$ cat src/adcs_pkg.sv
/*
 * Constants shared by the converter control sequencer: register offsets,
 * field positions, reset values, clock divider codes and the conversion length.
 * Assumes a byte-wide register port and a single 25 MHz system clock.
 */
// How it works
// - One converter serves four analog inputs and each finished conversion gives a 12-bit unsigned result.
// - Result bits 11..4 fill the high result byte and bits 3..0 sit in bits 7..4 of the low byte, both read only.
// - Bits 3..0 of the low result byte and bits 5..3 of the clock and power register always read zero.
// - Writing the start bit high and then low again launches one conversion on the selected input.
// - While the start bit stays high the converter is held in reset and the busy flag reads one.
// - The read-only busy flag in bit 6 is high while a conversion runs, low once it ends, and one after reset.
// - Each pin function bit set to one turns its shared pin into an analog input, zero leaves it a plain pin.
// - With all four pin function bits zero the converter is powered off and every pin stays ordinary I/O.
// - The two-bit channel field picks input 0, 1, 2 or 3 for codes 00, 01, 10 and 11.
// - The power-off bit, reset to zero, keeps the converter powered when zero and powers it down when one.
// - The clock field divides the system clock by 2, 8, 32, 1, 4 or 16 for codes 000, 001, 010, 100, 101, 110.
// - The end of a conversion sets an interrupt flag that raises the interrupt when enabled.
// - Only the power-off bit and the pin function bits decide whether the converter is on; halt has no say.
package adcs_pkg;

    // ----------------------------------------------------------------
    // Register map
    // ----------------------------------------------------------------
    localparam int ADDR_W = 3;
    localparam logic [2:0] OFF_RES_HIGH = 3'h0;
    localparam logic [2:0] OFF_RES_LOW = 3'h1;
    localparam logic [2:0] OFF_CONTROL = 3'h2;
    localparam logic [2:0] OFF_CLK_POWER = 3'h3;
    localparam logic [2:0] OFF_IRQ_STATUS = 3'h4;
    localparam logic [2:0] OFF_IRQ_MASK = 3'h5;

    // ----------------------------------------------------------------
    // Field positions
    // ----------------------------------------------------------------
    localparam int CTRL_START_BIT = 7;
    localparam int CTRL_BUSY_BIT = 6;
    localparam int CTRL_PIN_MSB = 5;
    localparam int CTRL_PIN_LSB = 2;
    localparam int CTRL_CH_MSB = 1;
    localparam int CTRL_CH_LSB = 0;
    localparam int CP_TEST_BIT = 7;
    localparam int CP_POWER_OFF_BIT = 6;
    localparam int CP_DIV_MSB = 2;
    localparam int CP_DIV_LSB = 0;
    localparam int IRQ_DONE_BIT = 0;

    // ----------------------------------------------------------------
    // Reset values
    // ----------------------------------------------------------------
    localparam logic RST_START = 1'b0;
    localparam logic RST_BUSY = 1'b1;
    localparam logic [3:0] RST_PIN_BITS = 4'h0;
    localparam logic [1:0] RST_CHANNEL = 2'h0;
    localparam logic RST_TEST = 1'b1;
    localparam logic RST_POWER_OFF = 1'b0;
    localparam logic [2:0] RST_DIVIDER = 3'h0;
    localparam logic [7:0] RST_IRQ = 8'h00;

    // ----------------------------------------------------------------
    // Converter clock divider codes, ratio minus one
    // ----------------------------------------------------------------
    localparam logic [2:0] DIV_CODE_2 = 3'h0;
    localparam logic [2:0] DIV_CODE_8 = 3'h1;
    localparam logic [2:0] DIV_CODE_32 = 3'h2;
    localparam logic [2:0] DIV_CODE_1 = 3'h4;
    localparam logic [2:0] DIV_CODE_4 = 3'h5;
    localparam logic [2:0] DIV_CODE_16 = 3'h6;
    localparam logic [4:0] DIV_M1_2 = 5'h01;
    localparam logic [4:0] DIV_M1_8 = 5'h07;
    localparam logic [4:0] DIV_M1_32 = 5'h1F;
    localparam logic [4:0] DIV_M1_1 = 5'h00;
    localparam logic [4:0] DIV_M1_4 = 5'h03;
    localparam logic [4:0] DIV_M1_16 = 5'h0F;

    // ----------------------------------------------------------------
    // Conversion length in converter clock periods
    // ----------------------------------------------------------------
    localparam logic [4:0] CONV_PERIODS = 5'h10;

    typedef enum logic [3:0] {
        ST_IDLE = 4'b0001,
        ST_HOLD = 4'b0010,
        ST_CONV = 4'b0100,
        ST_FINISH = 4'b1000
    } adcs_state_type;

endpackage

$ cat src/adcs_top.sv
/*
 * Control and result logic around a single successive approximation
 * converter with four multiplexed inputs. Assumes the analog converter sits
 * outside, delivers its 12-bit code on ANALOG_RESULT, and that the register
 * master follows the one-cycle strobe protocol on MCLK.
 */
`timescale 1ns/100ps
`default_nettype none
module adcs_top (
    input wire logic MCLK,
    input wire logic SRST,
    input wire logic [2:0] ADDR,
    input wire logic [7:0] WDATA,
    input wire logic WR,
    input wire logic RD,
    output logic [7:0] RDATA,
    input wire logic [11:0] ANALOG_RESULT,
    output logic [3:0] ANALOG_PIN_EN,
    output logic [1:0] CONV_CHANNEL,
    output logic CONV_POWER_ON,
    output logic CONV_RESET,
    output logic CONV_CLK_TICK,
    output logic IRQ
);
    // ----------------------------------------------------------------
    // Registers
    // ----------------------------------------------------------------
    logic start_bit;
    logic busy;
    logic [3:0] pin_function_bits;
    logic [1:0] channel_select;
    logic test_bit;
    logic module_power_off;
    logic [2:0] conv_clock_divider;
    logic [7:0] res_high;
    logic [3:0] res_low;
    logic [7:0] irq_status;
    logic [7:0] irq_mask;
    logic [11:0] result_meta;
    logic [11:0] result_sync;
    adcs_pkg::adcs_state_type state;
    adcs_pkg::adcs_state_type next_state;
    logic next_busy;
    logic [7:0] next_rdata;
    logic [7:0] next_irq_status;

    // ----------------------------------------------------------------
    // Decode
    // ----------------------------------------------------------------
    wire wr_ctrl = WR && ADDR == adcs_pkg::OFF_CONTROL;
    wire wr_cp = WR && ADDR == adcs_pkg::OFF_CLK_POWER;
    wire wr_mask = WR && ADDR == adcs_pkg::OFF_IRQ_MASK;
    wire rd_status = RD && ADDR == adcs_pkg::OFF_IRQ_STATUS;
    wire start_w = WDATA[adcs_pkg::CTRL_START_BIT];
    wire start_set = wr_ctrl && start_w;
    wire start_clr = wr_ctrl && !start_w;
    // Halt plays no part here on purpose
    wire conv_on = (pin_function_bits != 4'h0) && !module_power_off;
    wire tick;
    wire done;
    wire capture = state == adcs_pkg::ST_CONV && done && !start_set;
    wire conv_end = state == adcs_pkg::ST_FINISH && next_state == adcs_pkg::ST_IDLE;
    wire [7:0] irq_set = {7'h00, conv_end};
    wire [7:0] ctrl_view = {start_bit, busy, pin_function_bits, channel_select};
    wire [7:0] cp_view = {test_bit, module_power_off, 3'h0, conv_clock_divider};
    wire [7:0] low_view = {res_low, 4'h0};

    // ----------------------------------------------------------------
    // Clock divider and conversion timer
    // ----------------------------------------------------------------
    adcs_clk_div u_div (
        .clk(MCLK),
        .srst(SRST),
        .enable(conv_on && state == adcs_pkg::ST_CONV),
        .code(conv_clock_divider),
        .tick(tick)
    );

    adcs_conv_timer u_timer (
        .clk(MCLK),
        .srst(SRST),
        .clear(state != adcs_pkg::ST_CONV),
        .tick(tick),
        .done(done)
    );

    // ----------------------------------------------------------------
    // Sequencer
    // ----------------------------------------------------------------
    // A new start always wins, even on the cycle the conversion completes,
    // because software holding start high expects the converter in reset.
    always_comb begin
        next_state = state;
        case (state)
            adcs_pkg::ST_IDLE: begin
                if (start_set) begin
                    next_state = adcs_pkg::ST_HOLD;
                end
            end
            adcs_pkg::ST_HOLD: begin
                if (start_clr) begin
                    next_state = adcs_pkg::ST_CONV;
                end
            end
            adcs_pkg::ST_CONV: begin
                if (start_set) begin
                    next_state = adcs_pkg::ST_HOLD;
                end else if (done) begin
                    next_state = adcs_pkg::ST_FINISH;
                end
            end
            adcs_pkg::ST_FINISH: begin
                if (start_set) begin
                    next_state = adcs_pkg::ST_HOLD;
                end else begin
                    next_state = adcs_pkg::ST_IDLE;
                end
            end
            default: next_state = adcs_pkg::ST_IDLE;
        endcase
    end

    // Busy falls only on leaving the finish state, one cycle after capture
    assign next_busy = (next_state != adcs_pkg::ST_IDLE) ? 1'b1 :
        (conv_end ? 1'b0 : busy);

    always_ff @(posedge MCLK) begin
        if (SRST) begin
            state <= adcs_pkg::ST_IDLE;
            busy <= adcs_pkg::RST_BUSY;
            CONV_RESET <= 1'b0;
        end else begin
            state <= next_state;
            busy <= next_busy;
            CONV_RESET <= next_state == adcs_pkg::ST_HOLD;
        end
    end

    // ----------------------------------------------------------------
    // Control registers
    // ----------------------------------------------------------------
    always_ff @(posedge MCLK) begin
        if (SRST) begin
            start_bit <= adcs_pkg::RST_START;
            pin_function_bits <= adcs_pkg::RST_PIN_BITS;
            channel_select <= adcs_pkg::RST_CHANNEL;
        end else if (wr_ctrl) begin
            start_bit <= start_w;
            pin_function_bits <= WDATA[adcs_pkg::CTRL_PIN_MSB:adcs_pkg::CTRL_PIN_LSB];
            channel_select <= WDATA[adcs_pkg::CTRL_CH_MSB:adcs_pkg::CTRL_CH_LSB];
        end
    end

    // The test bit is stored as written; software is expected to keep it
    always_ff @(posedge MCLK) begin
        if (SRST) begin
            test_bit <= adcs_pkg::RST_TEST;
            module_power_off <= adcs_pkg::RST_POWER_OFF;
            conv_clock_divider <= adcs_pkg::RST_DIVIDER;
        end else if (wr_cp) begin
            test_bit <= WDATA[adcs_pkg::CP_TEST_BIT];
            module_power_off <= WDATA[adcs_pkg::CP_POWER_OFF_BIT];
            conv_clock_divider <= WDATA[adcs_pkg::CP_DIV_MSB:adcs_pkg::CP_DIV_LSB];
        end
    end

    // ----------------------------------------------------------------
    // Result capture
    // ----------------------------------------------------------------
    // The code is held stable by the converter at the end of conversion, so
    // a plain two-stage synchroniser on each bit is enough.
    always_ff @(posedge MCLK) begin
        result_meta <= ANALOG_RESULT;
        result_sync <= result_meta;
    end

    // Result bytes have no reset, their contents are undefined until the
    // first conversion completes.
    always_ff @(posedge MCLK) begin
        if (capture) begin
            res_high <= result_sync[11:4];
            res_low <= result_sync[3:0];
        end
    end

    // ----------------------------------------------------------------
    // Interrupt status and mask
    // ----------------------------------------------------------------
    assign next_irq_status = (irq_status & ~(rd_status ? 8'hFF : 8'h00)) | irq_set;

    always_ff @(posedge MCLK) begin
        if (SRST) begin
            irq_status <= adcs_pkg::RST_IRQ;
            irq_mask <= adcs_pkg::RST_IRQ;
            IRQ <= 1'b0;
        end else begin
            irq_status <= next_irq_status;
            if (wr_mask) begin
                irq_mask <= WDATA;
            end
            IRQ <= (irq_status & irq_mask) != 8'h00;
        end
    end

    // ----------------------------------------------------------------
    // Read port and pin side outputs
    // ----------------------------------------------------------------
    assign next_rdata = !RD ? 8'h00 :
        (ADDR == adcs_pkg::OFF_RES_HIGH) ? res_high :
        (ADDR == adcs_pkg::OFF_RES_LOW) ? low_view :
        (ADDR == adcs_pkg::OFF_CONTROL) ? ctrl_view :
        (ADDR == adcs_pkg::OFF_CLK_POWER) ? cp_view :
        (ADDR == adcs_pkg::OFF_IRQ_STATUS) ? irq_status :
        (ADDR == adcs_pkg::OFF_IRQ_MASK) ? irq_mask : 8'h00;

    always_ff @(posedge MCLK) begin
        if (SRST) begin
            RDATA <= 8'h00;
            ANALOG_PIN_EN <= adcs_pkg::RST_PIN_BITS;
            CONV_CHANNEL <= adcs_pkg::RST_CHANNEL;
            CONV_POWER_ON <= 1'b0;
            CONV_CLK_TICK <= 1'b0;
        end else begin
            RDATA <= next_rdata;
            ANALOG_PIN_EN <= pin_function_bits;
            CONV_CHANNEL <= channel_select;
            CONV_POWER_ON <= conv_on;
            // Ticks past the last counted period are held back, so the converter
            // sees exactly the fixed conversion length at every ratio
            CONV_CLK_TICK <= tick && state == adcs_pkg::ST_CONV && !done;
        end
    end

    // ----------------------------------------------------------------
    // Checks
    // ----------------------------------------------------------------
    chk_low_nibble_zero: assert property (@(posedge MCLK) disable iff (SRST)
        (RD && ADDR == adcs_pkg::OFF_RES_LOW) |=> RDATA[3:0] == 4'h0)
        else $error("low result nibble not zero");

    chk_cp_gap_zero: assert property (@(posedge MCLK) disable iff (SRST)
        (RD && ADDR == adcs_pkg::OFF_CLK_POWER) |=> RDATA[5:3] == 3'h0)
        else $error("clock register gap bits not zero");

    chk_start_holds: assert property (@(posedge MCLK) disable iff (SRST)
        start_bit |-> busy && CONV_RESET)
        else $error("start high without reset and busy");

    chk_start_launch: assert property (@(posedge MCLK) disable iff (SRST)
        $fell(start_bit) && $past(state) == adcs_pkg::ST_HOLD |-> state == adcs_pkg::ST_CONV)
        else $error("start release did not launch conversion");

    chk_result_first: assert property (@(posedge MCLK) disable iff (SRST)
        $fell(busy) |-> $past(state) == adcs_pkg::ST_FINISH
        && {res_high, res_low} == $past(result_sync, 2))
        else $error("busy fell before result stored");

    chk_end_flag: assert property (@(posedge MCLK) disable iff (SRST)
        $fell(busy) |-> irq_status[adcs_pkg::IRQ_DONE_BIT])
        else $error("conversion end did not set flag");

    chk_irq_follow: assert property (@(posedge MCLK) disable iff (SRST)
        ((irq_status & irq_mask) != 8'h00) |=> IRQ)
        else $error("unmasked flag without interrupt");

    chk_pins_off: assert property (@(posedge MCLK) disable iff (SRST)
        (pin_function_bits == 4'h0) |=> !CONV_POWER_ON && ANALOG_PIN_EN == 4'h0)
        else $error("converter on with no analog pins");

    chk_power_bit: assert property (@(posedge MCLK) disable iff (SRST)
        module_power_off |=> !CONV_POWER_ON)
        else $error("converter on while powered off");

    chk_tick_in_conv: assert property (@(posedge MCLK) disable iff (SRST)
        CONV_CLK_TICK |-> $past(state) == adcs_pkg::ST_CONV && !$past(done))
        else $error("converter tick outside conversion");

    chk_channel_route: assert property (@(posedge MCLK) disable iff (SRST)
        wr_ctrl |-> ##2 CONV_CHANNEL
        == $past(WDATA[adcs_pkg::CTRL_CH_MSB:adcs_pkg::CTRL_CH_LSB], 2))
        else $error("channel field not routed");

    chk_pin_route: assert property (@(posedge MCLK) disable iff (SRST)
        wr_ctrl |-> ##2 ANALOG_PIN_EN
        == $past(WDATA[adcs_pkg::CTRL_PIN_MSB:adcs_pkg::CTRL_PIN_LSB], 2))
        else $error("pin function bits not routed");

    chk_busy_on_start: assert property (@(posedge MCLK) disable iff (SRST)
        start_set |=> busy && start_bit)
        else $error("start write did not raise busy");

    chk_launch_release: assert property (@(posedge MCLK) disable iff (SRST)
        (start_clr && state == adcs_pkg::ST_HOLD) |=> !CONV_RESET && busy
        && state == adcs_pkg::ST_CONV)
        else $error("start release left converter in reset");

    chk_end_set_wins: assert property (@(posedge MCLK) disable iff (SRST)
        conv_end |=> irq_status[adcs_pkg::IRQ_DONE_BIT] && !busy)
        else $error("conversion end lost its flag");
endmodule
`default_nettype wire

$ cat src/adcs_clk_div.sv
/*
 * Converter clock divider: turns the system clock into a one-cycle tick at
 * the selected ratio. Assumes the code is a register on the same clock.
 */
`timescale 1ns/100ps
`default_nettype none
module adcs_clk_div (
    input wire logic clk,
    input wire logic srst,
    input wire logic enable,
    input wire logic [2:0] code,
    output logic tick
);
    logic [4:0] cnt;
    logic [4:0] ratio_m1;
    logic code_ok;

    // Undefined codes stop the tick, so a conversion stalls instead of running
    // at a guessed rate.
    always_comb begin
        ratio_m1 = adcs_pkg::DIV_M1_2;
        code_ok = 1'b1;
        case (code)
            adcs_pkg::DIV_CODE_2: ratio_m1 = adcs_pkg::DIV_M1_2;
            adcs_pkg::DIV_CODE_8: ratio_m1 = adcs_pkg::DIV_M1_8;
            adcs_pkg::DIV_CODE_32: ratio_m1 = adcs_pkg::DIV_M1_32;
            adcs_pkg::DIV_CODE_1: ratio_m1 = adcs_pkg::DIV_M1_1;
            adcs_pkg::DIV_CODE_4: ratio_m1 = adcs_pkg::DIV_M1_4;
            adcs_pkg::DIV_CODE_16: ratio_m1 = adcs_pkg::DIV_M1_16;
            default: code_ok = 1'b0;
        endcase
    end

    always_ff @(posedge clk) begin
        if (srst || !enable || !code_ok) begin
            cnt <= 5'h00;
            tick <= 1'b0;
        end else if (cnt >= ratio_m1) begin
            cnt <= 5'h00;
            tick <= 1'b1;
        end else begin
            cnt <= cnt + 5'h01;
            tick <= 1'b0;
        end
    end

    chk_div4_spacing: assert property (@(posedge clk) disable iff (srst)
        (tick && code == adcs_pkg::DIV_CODE_4 && enable)
        ##1 (code == adcs_pkg::DIV_CODE_4 && enable) [*3] |-> !tick)
        else $error("divide by 4 tick came early");

    chk_div1_every: assert property (@(posedge clk) disable iff (srst)
        (enable && code == adcs_pkg::DIV_CODE_1)
        ##1 (enable && code == adcs_pkg::DIV_CODE_1) |-> tick)
        else $error("undivided tick missing");
endmodule
`default_nettype wire

$ cat src/adcs_conv_timer.sv
/*
 * Conversion timer: counts converter clock ticks and pulses done after the
 * fixed conversion length. Assumes clear is held outside a conversion.
 */
`timescale 1ns/100ps
`default_nettype none
module adcs_conv_timer (
    input wire logic clk,
    input wire logic srst,
    input wire logic clear,
    input wire logic tick,
    output logic done
);
    logic [4:0] count;

    always_ff @(posedge clk) begin
        if (srst || clear) begin
            count <= 5'h00;
            done <= 1'b0;
        end else if (tick && count == adcs_pkg::CONV_PERIODS - 5'h01) begin
            count <= 5'h00;
            done <= 1'b1;
        end else if (tick) begin
            count <= count + 5'h01;
            done <= 1'b0;
        end else begin
            done <= 1'b0;
        end
    end

    chk_done_single: assert property (@(posedge clk) disable iff (srst)
        done |=> !done)
        else $error("done pulse longer than one cycle");
endmodule
`default_nettype wire

$ cat config.mk
export PLATFORM = sky130hd
export DESIGN_NAME = adcs_top
export DESIGN_NICKNAME = d
export VERILOG_FILES = /design/src/adcs_pkg.sv /design/src/adcs_top.sv /design/src/adcs_clk_div.sv /design/src/adcs_conv_timer.sv
export SDC_FILE = /design/constraint.sdc
export NUM_CORES = 1
export LEC_CHECK = 0
export BUFFER_PORTS_ARGS = -buffer_cell sky130_fd_sc_hd__buf_2
export CORE_MARGIN = 2
export CORE_UTILIZATION = 40
export CTS_BUF_LIST = sky130_fd_sc_hd__clkbuf_8
export CTS_CLUSTER_SIZE = 16
export DETAILED_ROUTE_END_ITERATION = 8
export HOLD_SLACK_MARGIN = 0.15
export PLACE_DENSITY = 0.59
export SYNTH_ARGS = -nofsm -noshare
export SYNTH_HDL_FRONTEND = slang
export SYNTH_SLANG_ARGS = --single-unit
export TNS_END_PERCENT = 10
$ cat constraint.sdc
create_clock -name MCLK -period 3.42 [get_ports MCLK]
set_input_delay 0.171 -clock MCLK [delete_from_list [all_inputs] [get_ports MCLK]]
set_output_delay 0.171 -clock MCLK [all_outputs]
set_load 0.01 [all_outputs]
Word level (Yosys, flattened, before mapping)
Index checks and enable logic that the tools add are counted.
Storage, ports and cells
  output and inout bits: 18
  logic and storage cells: 101
  input port bits: 27
  register bits after elaboration: 99
Operators by class
  muxes and demuxes: 17
  add/subtract/negate cells: 2
  order comparisons: 1
  reductions and logical operators: 32
  bitwise gates (word level): 5
  equality and inequality tests: 19
Operators with widths (number)
  two-way mux 8 bit: 7
  case mux 5 bit (5 select lines): 1
  bitwise AND 8 bit: 2
  two-way mux 4 bit: 4
  case mux 4 bit (4 select lines): 1
  equality test 3 bit (second input constant): 5
  logical AND 1 bit: 14
  adder 5 x 1 -> 5 bit (second input constant): 2
  equality test 3 x 2 -> 1 bit (second input constant): 3
  equality test 4 x 1 -> 1 bit (second input constant): 2
  equality test 4 x 2 -> 1 bit (second input constant): 2
  NOT 8 bit: 1
  OR 8 x 1 -> 8 bit: 1
  nonzero test 8 bit: 1
  OR reduction 2 bit: 4
  equality test 3 x 1 -> 1 bit (second input constant): 2
  logical NOT 1 bit: 6
  logical NOT 3 bit: 2
  OR reduction 6 bit: 1
  equality test 5 x 4 -> 1 bit (second input constant): 1
  greater-or-equal comparator 5 bit: 1
  equality test 4 x 3 -> 1 bit (second input constant): 1
  equality test 4 bit (second input constant): 1
  != test 4 x 1 -> 1 bit (second input constant): 1
  other kinds (6): 10

Longest topological paths before layout
  depth after elaboration: 8
  gate-level depth with buffers: 8
  mapped depth without buffers: 8

By module
Synthesis repeated with hierarchy kept, for this count alone.
Unflattened totals
  cell total of the unflattened synthesis: 347
  area total of the unflattened synthesis: 3628.5 sq um
Modules (own cells, without submodules)
  adcs_top: instances 1, sequential area each 1861.8 sq um, cells an instance 280, area an instance 2994.1 sq um
  adcs_clk_div: instances 1, sequential area each 120.1 sq um, cells an instance 40, area an instance 362.8 sq um
  adcs_conv_timer: instances 1, sequential area each 120.1 sq um, cells an instance 27, area an instance 271.5 sq um

Least setup slack after synthesis
OpenSTA, ideal clock, no wires.
  path type: reg2reg
  from: register conv_clock_divider[0]
  to: register u_div.cnt[2]
  stages on the path, launching flop included: 7
  period minus slack after synthesis: 1.712 ns
  required time: 3.280 ns
  arrival time: 1.572 ns
  path slack: 1.708 ns
  path through: dfxtp_1 > nand2b_1 > or2_2 > ha_1 > nand2_1 > o21ai_0 > nor3_1
Between the ends
  longest elaborated chain between the ends: 6
  elaborated cells between the ends (all ways): 13
  those cells by class: order compare: 1; eq/ne: 5; mux: 2; reduce/logical: 5
Ends and longest elaborated chain
  start: declaration: line adcs_top.sv:34  | logic [2:0] conv_clock_divider;
  start signal: assignment: line adcs_top.sv:159  | conv_clock_divider <= adcs_pkg::RST_DIVIDER;
  start signal: assignment: line adcs_top.sv:163  | conv_clock_divider <= WDATA[adcs_pkg::CP_DIV_MSB:adcs_pkg::CP_DIV_LSB];
  branches (longest 5 deep; another with greater-or-equal comparator 5 bit)
  OR reduction 2 bit (no source line) *
  end signal: assignment: line adcs_clk_div.sv:42  | cnt <= cnt + 5'h01;
  end: declaration: line adcs_clk_div.sv:14  | logic [4:0] cnt;
Mark *: on every way between the ends.
A chain may end at the register's enable or synchronous reset.

Final worst setup path
  from: register conv_clock_divider[1]
  to: register u_div.cnt[4]
Same word-level chain as after synthesis.

==> results.md <==
Clock network:
- Counting along the longest clock path gives a buffer depth of 2.
- Clock-pin slew was measured on the worst setup and hold paths at 0.10 ns.
- The post-cts resize count is 0.
- TritonCTS created 9 clock buffers.
- CTS placed an instance of clkbuf_8 at the clock tree root.
- The count of clock tree sinks is 99.
- The count of H-tree levels built during CTS is 3.
- The CTS tree is yes.
- For the worst-skew pair, the clock arrives at the later sink with an insertion delay of 0.37 ns.

Synthesis:
- The most repeated cell in the gate-level netlist after synthesis is dfxtp_1.
- Of all flip-flops after synthesis, the portion carrying an async set or reset was 0%.
- Yosys mapped a number of flops with a built-in enable equal to 12.
- The post-synthesis instance total is 329.
- Of the synthesized area, sequential elements account for 59.1%.
- The distinct cell type count after synthesis is 52.
- The number of warnings reported in the yosys synthesis log is 0.
- The synthesized netlist occupies a cell area of 0.00356 mm2.
- The biggest area contributor in the post-synthesis netlist is dfxtp_1.
- After synthesis, the largest area contributor takes up 49.0% of total cell area.
- The main flop type after synthesis is dfxtp_1.
- After synthesis the netlist holds a flip-flop and latch count of 99.
- Ranked by instance count, the synthesized netlist is headed by dfxtp_1, nor2_1, nand2_1.
- After synthesis, the mean cell area works out to 10.8 um2.
- Ranked by total cell area, the synthesized netlist is headed by dfxtp_1, edfxtp_1, mux2i_1.
- The net count after synthesis is 364.

Final layout:
- The antenna cell count is 0.
- The post-route netlist has 17.5% of its cells at a drive strength greater than 1.
- The number of nets in the final layout is 424.
- The final cell area excluding filler cells is 0.00423 mm2.
- The synthesis-to-finish area growth is 19.0%.

Floorplan:
- The die span in x is 98.3 um.
- In this run the count of I/O pins placed on the die edge is 45.
- The floorplan step defined a core boundary enclosing 0.00868 mm2.
- The die outline area is 0.00966 mm2.
- The effective utilization at floorplan is 41.0%.
- The floorplan step set the die height to 98.3 um.
- In this run the core area contains 34 standard-cell rows.

Critical path:
- The critical path data arrival time is 2.26 ns.
- The worst setup path is launched from a register.
- The kind of critical path is reg -> reg.
- The nature of the critical path endpoint is a register.
- The largest fanout on the critical path is 7.
- Following the worst setup path forward leads to its endpoint at u_div.cnt[4].
- The endpoint of the worst register-to-register path is u_div.cnt[4].
- The setup check on the worst reg-to-reg path leaves a slack of 1.39 ns.
- The worst setup path startpoint is conv_clock_divider[1].
- For the worst flop-to-flop path, the logic depth is 6.
- In this run the critical register-to-register path is launched from conv_clock_divider[1].
- The worst endpoint required time is 3.65 ns.

Placement:
- The weighted congestion reported at the end of routability-driven placement is 0.833.
- After detailed placement, the total cell area comes to 0.00382 mm2.
- The HPWL after detailed placement is 4650 um.
- The count of buffers added on input and output ports is 44.

Power:
- VDD sags by at most 277 uV.
- Dividing total power by cell area gives a power density of 489 mW/mm2.
- Summed over all cells, the static leakage comes to 1.72 nW.

Detailed routing:
- In this run the remaining antenna-violating nets after routing total 0.
- After detailed routing, the number of remaining DRC violations is 0.
- The detailed-route via count is 2455.
- The wire length after detailed routing is 6760 um.
- Using the TritonRoute via totals, the vias-per-cell ratio works out to 4.89.
- The first TritonRoute pass finished after 4 iterations.
- After detailed routing, the average wire length per cell comes to 13.5 um.
- The number of design-rule violations left by the first detailed-router iteration is 73.

GRT:
- The number of antenna violations at the first check in global routing is 0.
- The maximum number of pins on one net before global-route repair is 41.
- Summed over all layers, the global routing overflow is 0.
- The number of global-route vias before repair is 2299.
- The global-route usage over all layers is 14.7%.
- The global-route wire length before repair is 11200 um.

STA:
- The worst path in the final design needs a cycle of 2.03 ns, including I/O delays and setup.
- The count of pins over their slew limit was 0.
- The final number of hold-violating endpoints came to 0.
- Timing would allow up to 0.493 GHz.
- Setup repair after global routing left no endpoint under its margin.
- The max-slew headroom at the worst pin is 54.1%.
- Across the routed clock network, the largest skew measured is 0.0155 ns.
- The slew at the pin with the worst max-slew slack is 0.689 ns.
- The worst path uses 59.3% of the clock period.
- Setup violations remaining at the end of the flow were counted as 0.
- Setup total negative slack on the finished layout was measured at 0 ns.

Run status:
- The flow ran to the end, and the final reports show no timing, DRC or antenna violations.

Worst hold path:
- The min-delay analysis places its worst path in the category in -> reg.
- In this run the most critical hold path is launched from WR.

Flow run:
- Across the run, the number of max-cap violations was 0.
==> worst max-delay path, cell delays in order (launching register included) <==
cell and delay [ns]:
dfxtp_1 0.47, nand2b_1 0.14, or2_2 0.29, ha_1 0.30, nand2_1 0.05, o21ai_0 0.52
nor3_1 0.13
==> what timing repair did <==
item,CTS,global route
buffers inserted,0,0
endpoints found under the hold margin,31,0
hold buffers,20,0
==> sequential cells by signal, indices dropped and copies added (netlist names), 2 cells and up <==
register            count
u_timer.count           5
conv_clock_divider      3
result_sync            12
pin_function_bits       4
RDATA                   8
irq_status              8
channel_select          2
irq_mask                8
ANALOG_PIN_EN           4
u_div.cnt               5
state                   4
CONV_CHANNEL            2
res_high                8
res_low                 4
result_meta            12
==> how the worst min path moves through the flow <==
stage	end	slack, ns	cells after the start
finish	start_bit	0.20	3
detailed placement	result_meta[5]	0.27	1
global placement	result_meta[8]	0.27	1
floorplan	result_meta[0]	0.20	0
global route	start_bit	0.20	3
CTS	start_bit	0.18	3
==> area by class of cell <==
| cell class | count | area [um2] |
|---|---|---|
| Inverter | 9 | 33.8 |
| Fill cell | 829 | 4440 |
| Timing Repair Buffer | 64 | 420 |
| Multi-Input combinational cell | 206 | 1330 |
| Clock buffer | 9 | 124 |
| Clock inverter | 7 | 88.8 |
| Tap cell | 108 | 135 |
| Sequential cell | 99 | 2100 |
==> placed cells by master, fill, tap and decap left out, types with 4 or more instances in the layout <==
cell           synthesis  routed
a21oi_1               20      20
a211oi_1               7       7
dfxtp_1               87      87
nor3_1                 8       8
nor2_1                35      35
nand2_1               26      26
nand3_1                8       8
ha_1                   8       8
inv_1                  8       8
xor2_1                 4       4
a31oi_1                4       4
a22oi_1                4       4
nand2b_1               4       4
edfxtp_1              12      12
clkbuf_8               1       9
dlygate4sd3_1          0      20
mux2i_1               18      18
and2_1                 7       7
o21ai_0                6       6
buf_2                  5      44
nor2b_1                9       9
==> per-layer routing <==
layer | GRT usage [%] | up-vias | routed length, um
met5 | 0 | - | 0
met4 | 5.69 | 0 | 71
met3 | 3.72 | 6 | 322
met2 | 21.9 | 58 | 2990
met1 | 20.7 | 1126 | 3380
li1 | - | 1265 | -
==> through the flow <==
step / hold slack, ns / util, % / total power [mW] / setup slack, ns / cells
finish: 0.204 / 48.8 / 2.07 / 1.39 / 502
global route: 0.202 / 48.8 / 2.16 / 1.20 / 502
CTS: 0.185 / 48.8 / 2.10 / 1.37 / 502
detailed placement: 0.275 / 44.0 / 1.33 / 1.38 / 466
global placement: 0.273 / 44.0 / 1.33 / 1.52 / 466
floorplan: 0.199 / - / 1.30 / 1.71 / 329
==> power by group <==
group          switching [mW]  total, mW  internal [mW]
sequential            0.00976       1.21           1.20
clock                   0.455      0.752          0.297
combinational          0.0608      0.113         0.0518
total                   0.526       2.07           1.55
==> kinds of logic (layout without fill, tap and decap cells) <==
kind of cell,count (synthesis),after routing,share of synthesized area [%]
AND/OR/NAND/NOR,116,116,17.3
flip-flops,99,99,59.1
AO/OA/AOI/OAI,57,57,10.4
buffers and inverters,24,89,3.52
multiplexers,18,18,5.06
adder cells (fa/ha/maj),8,8,2.81
XOR/XNOR,7,7,1.72
Note: power is estimated with default switching activity, not from simulation.
